===== src/dsfsg_pkg.sv =====
// constants and carrier types for the ds1 format and sync generator
package dsfsg_pkg;
  localparam int CORE_CLK_KHZ = 200000;
  localparam int BIT_CLK_KHZ = 1544;
  localparam int ACC_W = 18;
  localparam logic [ACC_W-1:0] ACC_MOD = ACC_W'(CORE_CLK_KHZ);
  localparam logic [ACC_W-1:0] ACC_STEP = ACC_W'(BIT_CLK_KHZ);
  localparam logic [ACC_W-1:0] ACC_RESET = 18'h00000;
  localparam int CYC_PER_BIT_MIN = CORE_CLK_KHZ / BIT_CLK_KHZ;
  localparam int CYC_PER_BIT_MAX = (CORE_CLK_KHZ + BIT_CLK_KHZ - 1) / BIT_CLK_KHZ;
  localparam int DATA_W = 8;
  localparam int FIFO_DEPTH = 4;
  localparam logic [7:0] FRAME_LAST_BIT = 8'hC0;
  localparam logic [7:0] BIT_CNT_RESET = 8'h00;
  localparam logic [2:0] SLOT_LOAD_PHASE = 3'h1;
  localparam logic SYNC_ACTIVE = 1'b1;

  typedef struct packed {
    logic data;
    logic mark_pos;
    logic mark_neg;
    logic frame_start;
  } dsfsg_line_s;
endpackage : dsfsg_pkg


===== src/dsfsg_framer.sv =====
// ds1 serializer with frame sync, ami split and its input fifo
`timescale 1ns/1ps

module dsfsg_fifo #(
  parameter int WIDTH = 8,
  parameter int DEPTH = 4
) (
  // clock and reset
  input wire logic core_clk,
  input wire logic reset,
  input wire logic ce,
  // fill side
  input wire logic [WIDTH-1:0] in_data,
  input wire logic in_valid,
  output logic in_ready,
  // drain side
  output logic [WIDTH-1:0] out_data,
  output logic out_valid,
  input wire logic out_ready
);
  localparam int PW = $clog2(DEPTH);
  logic [WIDTH-1:0] mem [DEPTH];
  logic [PW:0] wr_ptr;
  logic [PW:0] rd_ptr;
  logic [PW:0] next_wr_ptr;
  logic [PW:0] next_rd_ptr;
  logic push;
  logic pop;

  always_comb begin
    out_valid = wr_ptr != rd_ptr;
    in_ready = (wr_ptr[PW-1:0] != rd_ptr[PW-1:0]) || (wr_ptr[PW] == rd_ptr[PW]);
    out_data = mem[rd_ptr[PW-1:0]];
    push = in_valid && in_ready;
    pop = out_valid && out_ready;
    next_wr_ptr = push ? wr_ptr + 1'b1 : wr_ptr;
    next_rd_ptr = pop ? rd_ptr + 1'b1 : rd_ptr;
  end

  always_ff @(posedge core_clk) begin
    if (reset) begin
      wr_ptr <= '0;
      rd_ptr <= '0;
    end else if (ce) begin
      wr_ptr <= next_wr_ptr;
      rd_ptr <= next_rd_ptr;
      if (push) begin
        mem[wr_ptr[PW-1:0]] <= in_data;
      end
    end
  end
endmodule : dsfsg_fifo

module dsfsg_framer (
  // clock, reset, enable
  input wire logic core_clk,
  input wire logic reset,
  input wire logic ce,
  // payload bytes
  input wire logic [dsfsg_pkg::DATA_W-1:0] in_data,
  input wire logic in_valid,
  output logic in_ready,
  // framing bit for the next frame, same clock
  input wire logic frame_bit,
  // external frame sync pin, active high
  input wire logic sync_pin,
  // line-length switch and shape select toward line interface
  input wire logic [3:0] line_len_bcd,
  output logic [3:0] shape_sel,
  // logic-level stream and ami marks toward line interface
  output dsfsg_pkg::dsfsg_line_s line_out,
  output logic underrun
);
  logic [dsfsg_pkg::ACC_W-1:0] acc;
  logic [dsfsg_pkg::ACC_W-1:0] next_acc;
  logic bit_tick;
  logic tick_en;
  logic sync_q1;
  logic sync_q2;
  logic sync_q3;
  logic sync_release;
  logic pending;
  logic next_pending;
  logic [7:0] bit_cnt;
  logic [7:0] next_bit_cnt;
  logic [7:0] shreg;
  logic [7:0] next_shreg;
  logic mark_pol;
  logic next_mark_pol;
  dsfsg_pkg::dsfsg_line_s next_line;
  logic next_underrun;
  logic [dsfsg_pkg::DATA_W-1:0] fifo_data;
  logic fifo_valid;
  logic fifo_pop;
  logic [7:0] byte_now;
  logic bit_now;
  logic [3:0] len_q1;

  dsfsg_fifo #(
    .WIDTH(dsfsg_pkg::DATA_W),
    .DEPTH(dsfsg_pkg::FIFO_DEPTH)
  ) u_fifo (
    .core_clk(core_clk),
    .reset(reset),
    .ce(ce),
    .in_data(in_data),
    .in_valid(in_valid),
    .in_ready(in_ready),
    .out_data(fifo_data),
    .out_valid(fifo_valid),
    .out_ready(fifo_pop)
  );

  // fractional bit-rate divider: 200 MHz is no integer multiple of the line rate
  always_comb begin
    bit_tick = (acc + dsfsg_pkg::ACC_STEP) >= dsfsg_pkg::ACC_MOD;
    next_acc = bit_tick ? acc + dsfsg_pkg::ACC_STEP - dsfsg_pkg::ACC_MOD
                        : acc + dsfsg_pkg::ACC_STEP;
    tick_en = bit_tick && ce;
  end

  // sync pin crosses in via two flops; the edge only looks at later stages
  always_comb begin
    sync_release = (sync_q2 != dsfsg_pkg::SYNC_ACTIVE) && (sync_q3 == dsfsg_pkg::SYNC_ACTIVE);
    // a release landing on the applying tick keeps the request
    next_pending = sync_release || (pending && !bit_tick);
  end

  // serializer, frame counter, ami polarity
  always_comb begin
    next_bit_cnt = bit_cnt;
    next_shreg = shreg;
    next_mark_pol = mark_pol;
    next_line = line_out;
    next_underrun = 1'b0;
    fifo_pop = 1'b0;
    byte_now = 8'h00;
    bit_now = 1'b0;
    next_line.frame_start = line_out.frame_start && !bit_tick;
    if (bit_tick) begin
      if (pending || bit_cnt == dsfsg_pkg::FRAME_LAST_BIT) begin
        next_bit_cnt = dsfsg_pkg::BIT_CNT_RESET;
      end else begin
        next_bit_cnt = bit_cnt + 8'h01;
      end
      if (next_bit_cnt == dsfsg_pkg::BIT_CNT_RESET) begin
        bit_now = frame_bit;
        next_line.frame_start = 1'b1;
      end else if (next_bit_cnt[2:0] == dsfsg_pkg::SLOT_LOAD_PHASE) begin
        // empty fifo sends an all-zero channel rather than stalling the line
        byte_now = fifo_valid ? fifo_data : 8'h00;
        fifo_pop = fifo_valid && ce;
        next_underrun = !fifo_valid;
        bit_now = byte_now[7];
        next_shreg = {byte_now[6:0], 1'b0};
      end else begin
        bit_now = shreg[7];
        next_shreg = {shreg[6:0], 1'b0};
      end
      next_line.data = bit_now;
      next_line.mark_pos = bit_now && !mark_pol;
      next_line.mark_neg = bit_now && mark_pol;
      if (bit_now) begin
        next_mark_pol = !mark_pol;
      end
    end
  end

  always_ff @(posedge core_clk) begin
    if (reset) begin
      acc <= dsfsg_pkg::ACC_RESET;
      sync_q1 <= 1'b0;
      sync_q2 <= 1'b0;
      sync_q3 <= 1'b0;
      pending <= 1'b0;
      bit_cnt <= dsfsg_pkg::BIT_CNT_RESET;
      shreg <= 8'h00;
      mark_pol <= 1'b0;
      line_out <= '0;
      underrun <= 1'b0;
      len_q1 <= 4'h0;
      shape_sel <= 4'h0;
    end else if (ce) begin
      acc <= next_acc;
      sync_q1 <= sync_pin;
      sync_q2 <= sync_q1;
      sync_q3 <= sync_q2;
      pending <= next_pending;
      bit_cnt <= next_bit_cnt;
      shreg <= next_shreg;
      mark_pol <= next_mark_pol;
      line_out <= next_line;
      underrun <= next_underrun;
      // the switch is a pin, so it crosses in via two flops like the sync pin
      len_q1 <= line_len_bcd;
      shape_sel <= len_q1;
    end
  end

  // helper: cycles since last bit tick, for spacing check
  logic [7:0] gap;
  logic seen_tick;
  always_ff @(posedge core_clk) begin
    if (reset) begin
      gap <= 8'h00;
      seen_tick <= 1'b0;
    end else if (ce) begin
      gap <= bit_tick ? 8'h00 : gap + 8'h01;
      seen_tick <= seen_tick || bit_tick;
    end
  end
endmodule : dsfsg_framer


===== config.mk =====
export PLATFORM = sky130hd
export DESIGN_NAME = dsfsg_framer
export DESIGN_NICKNAME = d
export VERILOG_FILES = /design/src/dsfsg_pkg.sv /design/src/dsfsg_framer.sv
export SDC_FILE = /design/constraint.sdc
export NUM_CORES = 1
export LEC_CHECK = 0
export BUFFER_PORTS_ARGS = -buffer_cell sky130_fd_sc_hd__buf_2
export CAP_MARGIN = 40
export CELL_PAD_IN_SITES_DETAIL_PLACEMENT = 0
export CELL_PAD_IN_SITES_GLOBAL_PLACEMENT = 1
export CORE_UTILIZATION = 43
export CTS_CLUSTER_DIAMETER = 100
export CTS_CLUSTER_SIZE = 10
export DETAILED_ROUTE_END_ITERATION = 8
export PLACE_DENSITY_LB_ADDON = 0.12
export SLEW_MARGIN = 10
export SYNTH_ARGS = -nofsm -noshare
export SYNTH_HDL_FRONTEND = slang
export SYNTH_SLANG_ARGS = --single-unit

===== constraint.sdc =====
create_clock -name core_clk -period 3.11 [get_ports core_clk]
set_input_delay 0.622 -clock core_clk [delete_from_list [all_inputs] [get_ports core_clk]]
set_output_delay 0.622 -clock core_clk [all_outputs]
set_load 0.005 [all_outputs]

==> metrics.yaml <==
status:
  status: "finished, final reports clean"
layout:
  final_area_sq_mm: 0.00574
  finalNonFillerCells: 700
  seq_area_sq_mm: 0.00208
  fillers: 1052
  diodes: 0
  layout.nets: 580
  drive_gt1_share_pct: 20.5
  syn2layout_area_growth_pct: 14.5
  multi_input_area_sq_mm: 0.00271
synthesis:
  avgSynthCellArea_sq_um: 9.72
  netlist_area_sq_mm: 0.00501
  synth_edf_count: 32
  async_flop_share_pct: 0
  synth_top_area_share_pct: 22.4
  yosysSeqAreaShare_pct: 41.5
  synth_flop_cell: "dfxtp_1"
  yosysTopAreaCell: "dfxtp_1"
  synth-seq-cells: 88
  ys_warn_count: 0
  syn-num-nets: 544
  synth_cell_types: 83
  yosys-top-cells-area: "dfxtp_1 (22%), edfxtp_1 (19%), nor2_1 (4.1%)"
  syn_inst: 516
route:
  first_pass_iters: 6
  wl_um: 11800
  vias_per_cell: 5.86
  drc: 0
  wl_per_cell_um: 16.8
  via_count: 4099
  ant_nets: 0
  drtIter0Drc: 330
timing:
  fin_setup_tns_ps: 0
  max_freq_mhz: 346
  hold_slack_ps: 453
  drv_slew: 0
  hold_viol: 0
  fin_skew_ps: 6.71
  fin_ws_ps: 218
  finalSetupViolCount: 0
  rsz0062_at_grt: "no"
  min_period_over_period_pct: 93.0
  slew_headroom_pct: 50.5
  fin_crit_ps: 2890
  tightest_slew_ps: 739
critical_path:
  cp_num_cells: 9
  crit_start: "acc[5]"
  cp.arrival_ps: 3120
  critPathKind: "reg -> reg"
  required_ps: 3340
  cp_slowest_cell: "or4b_1"
  critPathBufInv: 0
  critPathLaunchType: "register"
  endpoint_kind: "register"
  path_max_fanout: 6
  path_cells: "and3_1, xnor2_1, ha_1, nor2_1, a221oi_4, o22a_4, a2111oi_0, or4b_1, mux2_1"
  r2r_cells: 9
  reg2reg_slack_ps: 220
  cp_top_family: "simple AND/OR/NAND/NOR gates"
  r2r_start: "acc[5]"
  slowest_delay_ps: 550
  cp-endpoint: "acc[10]"
  worstReg2RegEnd: "acc[10]"
place:
  placed_area_sq_mm: 0.00543
  hpwl_um: 8280
  place_worst_setup_slack_ps: 213
  port_buffers: 27
  gp_congestion: 0.877
  placed_cells: 684
global_route:
  grt_pass1_wl_um: 19900
  antenna_found_initial: 0
  grt_pass1_vias: 3930
  gr-total-overflow: 0
  grt_max_degree: 57
  track_usage_pct: 21.5
floorplanning:
  die_y_um: 110
  core_area_sq_mm: 0.0114
  num_rows: 39
  die-area_sq_mm: 0.0121
  die_x_um: 110
  initial_core_util_pct: 44.1
  io_pins: 28
power:
  p_leak_uw: 0.00211
  powerDensity_mw_per_mm2: 523
  peakVddDrop_mv: 0.373
worst_hold_path:
  hp-class: "reg -> reg"
clock_tree:
  clkSinkCount: 88
  ctsHtreeMaxLevel: 3
  clk_pin_slew_ps: 70
  cts_resized: 0
  clkLatencyLatePin_ps: 340
  post_cts_buffers: 0
  numCtsBuffers: 9
  cts_buffer_depth: 2
  root_buffer: "clkbuf_16"
  hold_buffers: 0
  cts_tree: "yes"
job:
  drv_cap: 0
-- power by group --
group	leakage (uW)	switching (uW)	internal [uW]	total, uW
Combinational	0.00121	349	249	599
Clock	0.000150	487	639	1130
Sequential	0.000743	51.7	1230	1280
Total	0.00211	888	2110	3000
-- Yosys cell counts, types with 4 or more instances --
cell type / instances
nor4_1: 6
clkbuf_1: 16
nand2_1: 37
buf_2: 5
a21oi_1: 33
buf_4: 8
or4_1: 4
nor3_1: 10
inv_1: 14
xnor2_1: 6
edfxtp_1: 32
ha_1: 10
buf_1: 4
a311oi_1: 5
and2_1: 7
mux4_2: 8
mux2i_1: 18
nor2_1: 55
o21ai_0: 15
o311a_1: 4
dfxtp_1: 56
nand4b_1: 6
xor2_1: 8
or3_1: 4
nand4_1: 12
a211oi_1: 5
o21ai_1: 4
nor2b_1: 5
and3_1: 13
nand3_1: 16
a31oi_1: 9
mux2_1: 4
-- worst register-to-register path, cell delays in order (launching register included) --
cell       delay [ps]
dfxtp_1           430
and3_1            290
xnor2_1           140
ha_1              210
nor2_1             80
a221oi_4          430
o22a_4            250
a2111oi_0          90
or4b_1            550
mux2_1            310
-- metal layers --
metal | wire length [um] | vias to the layer above | global-route usage, % | share of wire, %
li1 | - | 2019 | - | -
met1 | 5830 | 1959 | 30.6 | 50
met2 | 5240 | 111 | 32.7 | 45
met3 | 571 | 10 | 3.53 | 4.9
met4 | 118 | 0 | 7.62 | 1.0
met5 | 0 | - | 0 | 0
-- layout by cell type (no fill, tap or decap), drive strengths merged, types with 4 or more instances in the layout --
master | Yosys | routed
nand4 | 13 | 13
nor4 | 7 | 7
nand4b | 6 | 6
xor2 | 8 | 8
a211oi | 5 | 5
nor2b | 5 | 5
a311oi | 6 | 6
o311a | 4 | 4
a31oi | 9 | 9
nor2 | 55 | 55
mux2i | 18 | 18
clkbuf | 16 | 9
dfxtp | 56 | 56
buf | 20 | 61
mux4 | 8 | 8
nor3 | 11 | 11
o21ai | 19 | 19
or4 | 4 | 4
inv | 14 | 17
a21oi | 35 | 35
and2 | 7 | 7
or3 | 4 | 4
and3 | 14 | 14
mux2 | 7 | 7
nand3 | 18 | 18
edfxtp | 32 | 32
ha | 10 | 10
nand2 | 38 | 38
xnor2 | 6 | 6
-- registers in the layout, indices dropped and copies added (netlist names), 3 cells and up, named ones only --
| name | cells |
|---|---|
| shape_sel | 4 |
| u_fifo.wr_ptr | 3 |
| line_out | 3 |
| shreg | 7 |
| u_fifo.mem | 32 |
| u_fifo.rd_ptr | 3 |
| len_q1 | 4 |
| acc | 15 |
| bit_cnt | 8 |
-- cell families after synthesis --
logic type	count (synthesis)	share of synthesized area [%]
AND/OR/NAND/NOR	203	22.0
AO/OA/AOI/OAI	117	17.8
flip-flops	88	41.5
adder cells (fa/ha/maj)	10	2.50
buffers and inverters	51	4.99
XOR/XNOR	14	2.45
multiplexers	33	8.76
-- final cells by class --
class                   count  area share (%)
clock inverters             7            1.55
well taps                 143            3.12
multi-input cells         377            47.2
flip-flops and latches     88            36.3
clock buffers               9            3.92
inverters                  15           0.981
repair buffers             61            7.02
-- metrics by stage --
| step | total power, uW | util (%) |
|---|---|---|
| floorplan | 1710 | - |
| global placement | 1890 | 47.7 |
| detailed placement | 1900 | 47.7 |
| CTS | 3020 | 50.5 |
| global route | 3150 | 50.5 |
| finish | 3000 | 50.5 |
-- worst min-delay path by stage --
stage / startpoint / end / slack, ps / cells past startpoint
after detailed placement: line_out[2] / line_out[2] / 450 / 2
after global placement: line_out[1] / line_out[1] / 440 / 2
after floorplan: shreg[1] / shreg[2] / 440 / 1
final: line_out[2] / line_out[2] / 450 / 2
after global routing: in_data[0] / u_fifo.mem[2][0] / 480 / 1
after CTS: line_out[2] / line_out[2] / 460 / 2
(Power assumes the default switching activity.)
